File: config.mk
export PLATFORM = sky130hd
export DESIGN_NAME = smb_slave
export DESIGN_NICKNAME = d
export VERILOG_FILES = /design/src/hw/smb_slave.v
export VERILOG_INCLUDE_DIRS = /design/src /design/src/hw
export SDC_FILE = /design/constraint.sdc
export NUM_CORES = 2
export LEC_CHECK = 0
export ABC_AREA = 1
export BUFFER_PORTS_ARGS = -buffer_cell sky130_fd_sc_hd__buf_2
export CAP_MARGIN = 5
export CORE_ASPECT_RATIO = 2
export CORE_UTILIZATION = 63
export CTS_CLUSTER_DIAMETER = 100
export DETAILED_ROUTE_END_ITERATION = 10
export HOLD_SLACK_MARGIN = 0.1
export PLACE_DENSITY = 0.79
export REMOVE_ABC_BUFFERS = 1
export SLEW_MARGIN = 5
export SYNTH_ARGS = -nofsm -noshare
export SYNTH_HDL_FRONTEND = slang
export SYNTH_SLANG_ARGS = --single-unit
File: constraint.sdc
create_clock -name sys_clk -period 5.2 [get_ports sys_clk]
set_input_delay 1.04 -clock sys_clk [delete_from_list [all_inputs] [get_ports sys_clk]]
set_output_delay 1.04 -clock sys_clk [all_outputs]
set_load 0.05 [all_outputs]
File: src/hw/smb_consts.vh
// Constants for the two-wire management bus slave port
`ifndef SMB_CONSTS_VH
`define SMB_CONSTS_VH

// ----------------------------------------
// Slave addresses
// ----------------------------------------
`define SMB_ADDR_DEFAULT 7'h2E
`define SMB_ADDR_SEL_LL  7'h2C
`define SMB_ADDR_SEL_LH  7'h2D

// ----------------------------------------
// Byte framing
// ----------------------------------------
`define SMB_DATA_BITS    4'h8
`define SMB_ACK_BIT      4'h9
`define SMB_ADDR_BITS    4'h7
`define SMB_WR_MAX       2'h2

// ----------------------------------------
// Configuration register
// ----------------------------------------
`define SMB_CFG_ADDR     8'h40
`define SMB_CFG_MON_BIT  0
`define SMB_CFG_LOCK_BIT 1
`define SMB_CFG_RST      8'h01

// ----------------------------------------
// Power-up strap capture
// ----------------------------------------
`define SMB_STRAP_WAIT   2'h2

`endif

File: src/hw/smb_slave.v
// Management bus slave port with address pointer and register file

`include "smb_consts.vh"

module smb_slave #(
    parameter ADDR_SELECTABLE = 0
) (
    input  wire       sys_clk,
    input  wire       srst,
    input  wire       scl_in,
    input  wire       sda_in,
    output wire       sda_out,
    output wire       sda_oe_n,
    input  wire       address_strap_enable,
    input  wire       addr_select_pin,
    input  wire       addr_second_strap,
    output reg  [6:0] slave_addr,
    output reg        addr_frozen,
    output reg  [7:0] addr_pointer,
    output reg        reg_wr_strobe,
    output reg  [7:0] reg_wr_addr,
    output reg  [7:0] reg_wr_data,
    output wire       monitor_enable,
    output wire       config_locked
);

    // ----------------------------------------
    // Input synchronisers
    // ----------------------------------------
    localparam NSYNC = 5;

    wire [NSYNC-1:0] pin_raw;
    reg  [NSYNC-1:0] pin_meta;
    reg  [NSYNC-1:0] pin_sync;

    assign pin_raw = {addr_second_strap, addr_select_pin,
                      address_strap_enable, sda_in, scl_in};

    // Two flops per pin before any logic reads it
    genvar gi;
    generate
        for (gi = 0; gi < NSYNC; gi = gi + 1) begin : g_sync
            always @(posedge sys_clk) begin
                if (srst) begin
                    pin_meta[gi] <= 1'b1;
                    pin_sync[gi] <= 1'b1;
                end else begin
                    pin_meta[gi] <= pin_raw[gi];
                    pin_sync[gi] <= pin_meta[gi];
                end
            end
        end
    endgenerate

    // Synchronised bus lines
    wire scl_s = pin_sync[0];
    wire sda_s = pin_sync[1];

    // ----------------------------------------
    // Bus event detection
    // ----------------------------------------
    reg scl_d;
    reg sda_d;

    // Previous levels for edge finding
    always @(posedge sys_clk) begin
        if (srst) begin
            scl_d <= 1'b1;
            sda_d <= 1'b1;
        end else begin
            scl_d <= scl_s;
            sda_d <= sda_s;
        end
    end

    wire scl_rise = scl_s & ~scl_d;
    wire scl_fall = ~scl_s & scl_d;
    wire bus_start = scl_s & scl_d & sda_d & ~sda_s;
    wire bus_stop = scl_s & scl_d & ~sda_d & sda_s;

    // ----------------------------------------
    // Strap capture and address choice
    // ----------------------------------------
    reg       strap_taken;
    reg [1:0] strap_wait;
    reg       strap_en;
    reg       strap_sel;
    reg       strap_second;
    reg [6:0] sel_addr;

    // Straps caught once, after the synchronisers have flushed
    always @(posedge sys_clk) begin
        if (srst) begin
            strap_taken  <= 1'b0;
            strap_wait   <= 2'h0;
            strap_en     <= 1'b1;
            strap_sel    <= 1'b1;
            strap_second <= 1'b0;
        end else if (!strap_taken) begin
            // Sync flops still show their reset level for two edges
            if (strap_wait == `SMB_STRAP_WAIT) begin
                strap_taken  <= 1'b1;
                strap_en     <= pin_sync[2];
                strap_sel    <= pin_sync[3];
                strap_second <= pin_sync[4];
            end else begin
                strap_wait <= strap_wait + 2'h1;
            end
        end
    end

    // Address from variant and straps
    always @* begin
        sel_addr = `SMB_ADDR_DEFAULT;
        if (ADDR_SELECTABLE != 0 && !strap_en && !strap_sel) begin
            if (strap_second)
                sel_addr = `SMB_ADDR_SEL_LH;
            else
                sel_addr = `SMB_ADDR_SEL_LL;
        end
    end

    // ----------------------------------------
    // Transfer engine
    // ----------------------------------------
    // Transfer states, binary coded
    localparam [2:0] ST_IDLE = 3'h0;
    localparam [2:0] ST_ADDR = 3'h1;
    localparam [2:0] ST_WRX  = 3'h2;
    localparam [2:0] ST_TX   = 3'h3;
    localparam [2:0] ST_IGN  = 3'h4;

    reg [2:0] state;
    reg [3:0] bit_cnt;
    reg [7:0] rx_shift;
    reg [7:0] tx_shift;
    reg [1:0] wr_cnt;
    reg       sda_drive;
    reg [7:0] cfg_reg;
    reg [7:0] reg_file [0:255];
    reg [7:0] rd_byte;
    reg [7:0] next_cfg;
    reg [6:0] cur_addr;

    // Slave address carried by the first byte
    wire addr_match = (rx_shift[7:1] == cur_addr);

    // Open drain: only ever pulls low
    assign sda_out  = 1'b0;
    assign sda_oe_n = ~sda_drive;
    assign monitor_enable = cfg_reg[`SMB_CFG_MON_BIT];
    assign config_locked  = cfg_reg[`SMB_CFG_LOCK_BIT];

    // Address compared before and after freezing
    always @* begin
        cur_addr = addr_frozen ? slave_addr : sel_addr;
    end

    // Byte returned for a read at the pointer
    always @* begin
        if (addr_pointer == `SMB_CFG_ADDR)
            rd_byte = cfg_reg;
        else
            rd_byte = reg_file[addr_pointer];
    end

    // Configuration write with lock protection
    always @* begin
        next_cfg = rx_shift;
        if (cfg_reg[`SMB_CFG_LOCK_BIT]) begin
            next_cfg = cfg_reg;
            next_cfg[`SMB_CFG_MON_BIT] = rx_shift[`SMB_CFG_MON_BIT];
        end
    end

    // Register file storage, no reset
    always @(posedge sys_clk) begin
        if (reg_wr_strobe && reg_wr_addr != `SMB_CFG_ADDR)
            reg_file[reg_wr_addr] <= reg_wr_data;
    end

    // Protocol state machine
    always @(posedge sys_clk) begin
        if (srst) begin
            state         <= ST_IDLE;
            bit_cnt       <= 4'h0;
            rx_shift      <= 8'h00;
            tx_shift      <= 8'h00;
            wr_cnt        <= 2'h0;
            sda_drive     <= 1'b0;
            addr_pointer  <= 8'h00;
            slave_addr    <= `SMB_ADDR_DEFAULT;
            addr_frozen   <= 1'b0;
            reg_wr_strobe <= 1'b0;
            reg_wr_addr   <= 8'h00;
            reg_wr_data   <= 8'h00;
            cfg_reg       <= `SMB_CFG_RST;
        end else begin
            reg_wr_strobe <= 1'b0;
            if (bus_start) begin
                // Start or repeated start opens a new operation
                state     <= ST_ADDR;
                bit_cnt   <= 4'h0;
                wr_cnt    <= 2'h0;
                sda_drive <= 1'b0;
            end else if (bus_stop) begin
                state     <= ST_IDLE;
                bit_cnt   <= 4'h0;
                sda_drive <= 1'b0;
            end else if (scl_rise && state != ST_IDLE) begin
                // Sample data bits on rising clock
                if (bit_cnt < `SMB_DATA_BITS)
                    rx_shift <= {rx_shift[6:0], sda_s};
                if (state == ST_ADDR && bit_cnt == `SMB_ADDR_BITS &&
                    !addr_frozen && rx_shift[6:0] == sel_addr) begin
                    addr_frozen <= 1'b1;
                    slave_addr  <= sel_addr;
                end
                if (state == ST_TX && bit_cnt == `SMB_DATA_BITS)
                    state <= ST_IGN;
                bit_cnt <= bit_cnt + 4'h1;
            end else if (scl_fall) begin
                case (state)
                    ST_ADDR: begin
                        if (bit_cnt == `SMB_DATA_BITS) begin
                            if (addr_match)
                                sda_drive <= 1'b1;
                            else
                                state <= ST_IGN;
                        end else if (bit_cnt == `SMB_ACK_BIT) begin
                            bit_cnt <= 4'h0;
                            if (rx_shift[0]) begin
                                // Read: first data bit goes out now
                                state     <= ST_TX;
                                tx_shift  <= rd_byte;
                                sda_drive <= ~rd_byte[7];
                            end else begin
                                state     <= ST_WRX;
                                sda_drive <= 1'b0;
                            end
                        end
                    end
                    ST_WRX: begin
                        if (bit_cnt == `SMB_DATA_BITS) begin
                            if (wr_cnt < `SMB_WR_MAX) begin
                                sda_drive <= 1'b1;
                                wr_cnt    <= wr_cnt + 2'h1;
                                if (wr_cnt == 2'h0) begin
                                    addr_pointer <= rx_shift;
                                end else begin
                                    reg_wr_strobe <= 1'b1;
                                    reg_wr_addr   <= addr_pointer;
                                    reg_wr_data   <= rx_shift;
                                    if (addr_pointer == `SMB_CFG_ADDR)
                                        cfg_reg <= next_cfg;
                                end
                            end else begin
                                // Third byte refused: no acknowledge
                                sda_drive <= 1'b0;
                            end
                        end else if (bit_cnt == `SMB_ACK_BIT) begin
                            sda_drive <= 1'b0;
                            bit_cnt   <= 4'h0;
                        end
                    end
                    ST_TX: begin
                        // Shift out the single read byte
                        if (bit_cnt < `SMB_DATA_BITS)
                            sda_drive <= ~tx_shift[3'h7 - bit_cnt[2:0]];
                        else
                            sda_drive <= 1'b0; // master drives acknowledge
                    end
                    ST_IGN: begin
                        sda_drive <= 1'b0;
                    end
                    default: begin
                        sda_drive <= 1'b0;
                    end
                endcase
            end
        end
    end

endmodule // smb_slave

==> Word level (Yosys, flattened, before mapping) <==
Memories as Yosys holds them, arrays and structs flattened. A register that Yosys moved wholly into a read port is not among the register bits.
Cells that the tools add are included.
{ "totals": {"regBits": 66, "mem_count": 1, "word_cells": 134, "ramBits": 2048} }
{ "memory_table": {"columns": ["name", "depth", "word_bits", "rd", "rd_clocked_by_memory_dff", "write_ports", "line_no", "text"], "rows": [
  ["reg_file", 256, 8, 1, 1, 1, "smb_slave.v:140", "reg [7:0] reg_file [0:255];"]
]} }
{ "op_classes": {"n_addsub": 3, "n_eq_ne": 18, "magnitude_cmp": 3, "bitwise": 23, "n_reduce_logical": 33, "muxes": 33} }
{ "ops": {"columns": ["operator", "count"], "rows": [
  ["8-bit two-way mux", 3],
  ["8-bit AND reduction", 3],
  ["3-bit two-way mux", 7],
  ["4-bit two-way mux", 5],
  ["1-bit NOT", 16],
  ["1-bit two-way mux", 15],
  ["5-bit AND reduction", 3],
  ["7-bit by 6-bit equality test with 1-bit output, second input constant", 2],
  ["4-bit AND reduction", 3],
  ["10-bit AND reduction", 1],
  ["3-bit inequality test, second input constant", 3],
  ["9-bit AND reduction", 1],
  ["4-bit equality test, second input constant", 2],
  ["8-bit by 7-bit equality test with 1-bit output, second input constant", 1],
  ["8-bit by 7-bit inequality test with 1-bit output, second input constant", 1],
  ["2-bit nonzero test", 4],
  ["4-bit nonzero test", 2],
  ["8-bit OR reduction", 1],
  ["1-bit bitwise AND", 7],
  ["3-bit by 2-bit equality test with 1-bit output, second input constant", 2],
  ["1-bit logical AND", 6],
  ["6-bit AND reduction", 1],
  ["3-bit nonzero test", 2],
  ["5-bit inequality test, second input constant", 1],
  ["20 further kinds", 21]
]} }

==> Longest topological paths before layout <==
{ "depth": {"ltp_word": 8, "mapped_depth": 18} }

==> Worst setup path after synthesis <==
OpenSTA, ideal clock, no wires.
{ "synth_timing": {"kind": "register -> output", "startpoint": "register reg_wr_data[0]", "endpoint": "output reg_wr_data[0]", "path_buffers": 0, "setup_slack_ns": 0.444, "path_stages_with_launch": 1, "t_arrival_ns": 3.716, "t_required_ns": 4.160, "cell_sequence": "dfxtp_1"} }
{ "synth_rtl": {"columns": ["item", "line_no", "text"], "rows": [
  ["start: declaration", "smb_slave.v:22", "output reg [7:0] reg_wr_data,"],
  ["start signal: assignment", "smb_slave.v:253", "reg_wr_data <= rx_shift;"]
]} }
No word-level cell between the ends.

==> Worst setup path in the final report <==
{ "layout_timing": {"startpoint": "register reg_wr_addr[7]", "endpoint": "memory reg_file[246][0] (enable)"} }
{ "layout_between": {"elab_chain_len": 4} }
{ "layout_rtl": {"columns": ["item", "line_no", "text"], "rows": [
  ["start: declaration", "smb_slave.v:21", "output reg [7:0] reg_wr_addr,"],
  ["start signal: assignment", "smb_slave.v:252", "reg_wr_addr <= addr_pointer;"],
  ["8-bit by 7-bit inequality test with 1-bit output (no source line)", null, null],
  ["1-bit logical AND (no source line)", null, null],
  ["1-bit two-way mux", "smb_slave.v:178", "if (reg_wr_strobe && reg_wr_addr != `SMB_CFG_ADDR)"],
  ["1-bit two-way mux (not written as such)", "smb_slave.v:179", "reg_file[reg_wr_addr] <= reg_wr_data;"],
  ["end: declaration", "smb_slave.v:140", null]
]} }
Several ways; a longest one is shown, not always the timed one.

==> reports/summary.txt <==
Status = finished clean
Seq pwr share = 58.4%
Grt met1 use = 38.6%
Met2 Use GR = 54.3%
Clock transition at path regs = 0.07 ns
Peak VDD IR = 0.378 mV
Wire length per cell = 25.9 um
Vias per inst = 6.57
DRC = 0
Met3 Resource Use GR = 4.56%
RSZ-0062 raised after global routing = no
Mean Syn Cell Area = 12.3 sq um
Cells after Synth = 6896
WP data required = 5.64 ns
Fraction of layout cells with a size suffix above 1 = 5.99%
Post-CTS Resized = 0
Commonest non-fill, non-tap cell in the layout = edfxtp_1
CP endpoint kind = flop
Setup violators final = 0
Worst setup path class = flop to flop
Synth Cell Area = 84800 sq um
Sw power = 5.95 mW
Vias in the first global route = 53900
Final min period = 4.42 ns
Max frequency = 226 MHz
Int Power = 25.6 mW
Placed cell area = 86000 sq um
Sw frac = 18.8%
I/O pin total = 44
Leak Pwr = 26.2 nW
Distinct cells, synth = 37
Nets = 6725
RD Place Congestion = 0.931
Via count = 56300
Grt ovf = 0
Global router's overall resource usage = 32.6%
Most frequent cells in the layout = edfxtp_1, nor2_1, o21ai_0, nand2_1, nand3_1
Final hold violation count = 0
Row Count = 190
CP Launch Type = flop
CTS Buf Count = 175
Multi-input gate area = 19200 sq um
Reg area = 63000 sq um
CTS tree = yes
Largest net degree at the start of global routing = 215
H-tree depth = 4
Register area share after synthesis = 74.2%
Final Max Tran Viols = 0
Combinational fraction of design power = 0.2%
Power Density = 345 nW/um^2
Hold crit path type = input pin to flop
Worst-Skew Late Latency = 0.84 ns
Max-slew headroom = 9.64%
Critical Path Fanout Max = 18
Max Root-Sink Buffers = 4
Initial Utilization = 63.4%
Chip Height = 521 um
Filler cells = 8745
GRT Max-Usage Layer = met2
Final worst path period share = 84.9%
Final HPWL DP = 128000 um
CTS sink cnt = 2122
Setup repair bufs after CTS = 0
Yosys Warn Count = 0
Post-route design area = 91500 sq um
Core area = 134000 sq um
Clk_skew = 0.0511 ns
IO buf count = 32
Routed Antenna Nets = 0
Share of power burned in the clock network = 41.5%
DR iter-0 viols = 7401
DP Cell Count = 8265
Number of antenna violations at the first check in global routing = 3
Number of flip-flops in the largest register = 2048
Clock root buffer = clkbuf_16
WP data arrival = 4.85 ns
Maxcap violations = 0
DR pass1 iterations = 8
First-pass GRT wire length = 328000 um
Fin cells = 8574
Die X-Extent = 261 um
Area growth, synth to finish = 7.90%
Drt total wl = 222000 um
Total Die Area = 136000 sq um
Cts-stage hold buffer count = 0
Setup total negative slack = 0 ns
Largest Register = reg_file
Worst Tran Pin Value = 1.36 ns
Flops & latches, synth = 2122
## metal layers
layer,vias up,part of all wire [%]
li1,24700,-
met1,27200,33
met3,755,9.1
met5,-,0
met2,3676,50
met4,0,8.1
## kinds of logic after synthesis
| group | Yosys count | synth area share, % |
|---|---|---|
| AOI/OAI and AO/OA | 1445 | 9.21 |
| adders and majority gates | 4 | 0.0590 |
| buffers and inverters | 575 | 3.17 |
| DFF | 2122 | 74.2 |
| other | 2 | 0.00885 |
| and+or+nand+nor | 2748 | 13.3 |
## critical path, stage by stage, from the launching register on
cell	delay (ns)
dfxtp_1	0.38
inv_1	0.09
nand2_1	0.07
inv_1	0.12
nand2_1	0.58
inv_1	0.17
nand2_1	0.11
nand2_1	0.06
clkinv_1	0.30
nand4_1	0.92
buf_4	0.53
nor2_1	0.67
## synthesized netlist by cell type, drive strengths merged
| cell | instances | area share [%] |
|---|---|---|
| edfxtp | 2048 | 72 |
| nor2 | 1181 | 5.2 |
| o21ai | 931 | 5.5 |
| nand2 | 815 | 3.6 |
| nand3 | 716 | 4.2 |
| o22ai | 442 | 3.3 |
| clkbuf | 281 | 1.2 |
| buf | 223 | 1.6 |
| dfxtp | 74 | 1.7 |
| inv | 68 | 0.31 |
| a21oi | 62 | 0.37 |
| nor3 | 14 | 0.088 |
| nand4 | 10 | 0.074 |
| nor4 | 5 | 0.044 |
| or2 | 5 | 0.037 |
| ha | 4 | 0.059 |
| clkinv | 3 | 0.013 |
| o211ai | 3 | 0.027 |
| a211oi | 2 | 0.018 |
| conb | 2 | 0.0089 |
| a221oi | 1 | 0.010 |
| a31oi | 1 | 0.0074 |
| a32o | 1 | 0.012 |
| and2 | 1 | 0.0074 |
| nand3b | 1 | 0.0089 |
| o21a | 1 | 0.0089 |
| o311ai | 1 | 0.010 |
## area by class of cell
type                    count  area share, %
diodes                      4         0.0109
clock buffers             214           5.01
clock inverters            91           1.03
inverters                  71          0.334
multi-input cells        4213           21.0
flip-flops and latches   2122           68.9
well taps                1728           2.36
repair buffers            131           1.37
## power by group through the flow
| stage | combinational (mW) | sequential (mW) | clock [mW] |
|---|---|---|---|
| after CTS | 0.0492 | 18.4 | 13.1 |
| after global placement | 0.0485 | 18.8 | 0 |
| final | 0.0511 | 18.4 | 13.1 |
| after floorplan | 0.0336 | 18.8 | 0 |
| after detailed placement | 0.0487 | 18.8 | 0 |
| after global routing | 0.0542 | 18.4 | 13.6 |
## stage by stage
stage / total power, mW / utilization [%] / hold WS [ns] / worst slack (ns)
floorplan: 18.8 / - / 0.389 / -34.57
global placement: 18.9 / 64.3 / 0.394 / 0.976
detailed placement: 18.9 / 64.3 / 0.412 / 0.857
CTS: 31.5 / 68.4 / 0.373 / 0.832
global route: 32.1 / 68.4 / 0.405 / 0.574
finish: 31.6 / 68.4 / 0.403 / 0.784
## path summary, 6_finish.rpt
kind | start | endpoint | slack [ns] | cells after the start
setup / recovery | reg_wr_addr[7]$_SDFFE_PP0P_ | reg_file[246][0]$_DFFE_PP_ | 0.78 | 11
hold / removal | sda_in | pin_meta[1]$_SDFF_PP1_ | 0.40 | 2
setup reg to reg | reg_wr_addr[7]$_SDFFE_PP0P_ | reg_file[246][0]$_DFFE_PP_ | 0.78 | 11
hold reg to reg | pin_meta[0]$_SDFF_PP1_ | scl_s$_SDFF_PP1_ | 0.43 | 1
(Power assumes the default switching activity.)
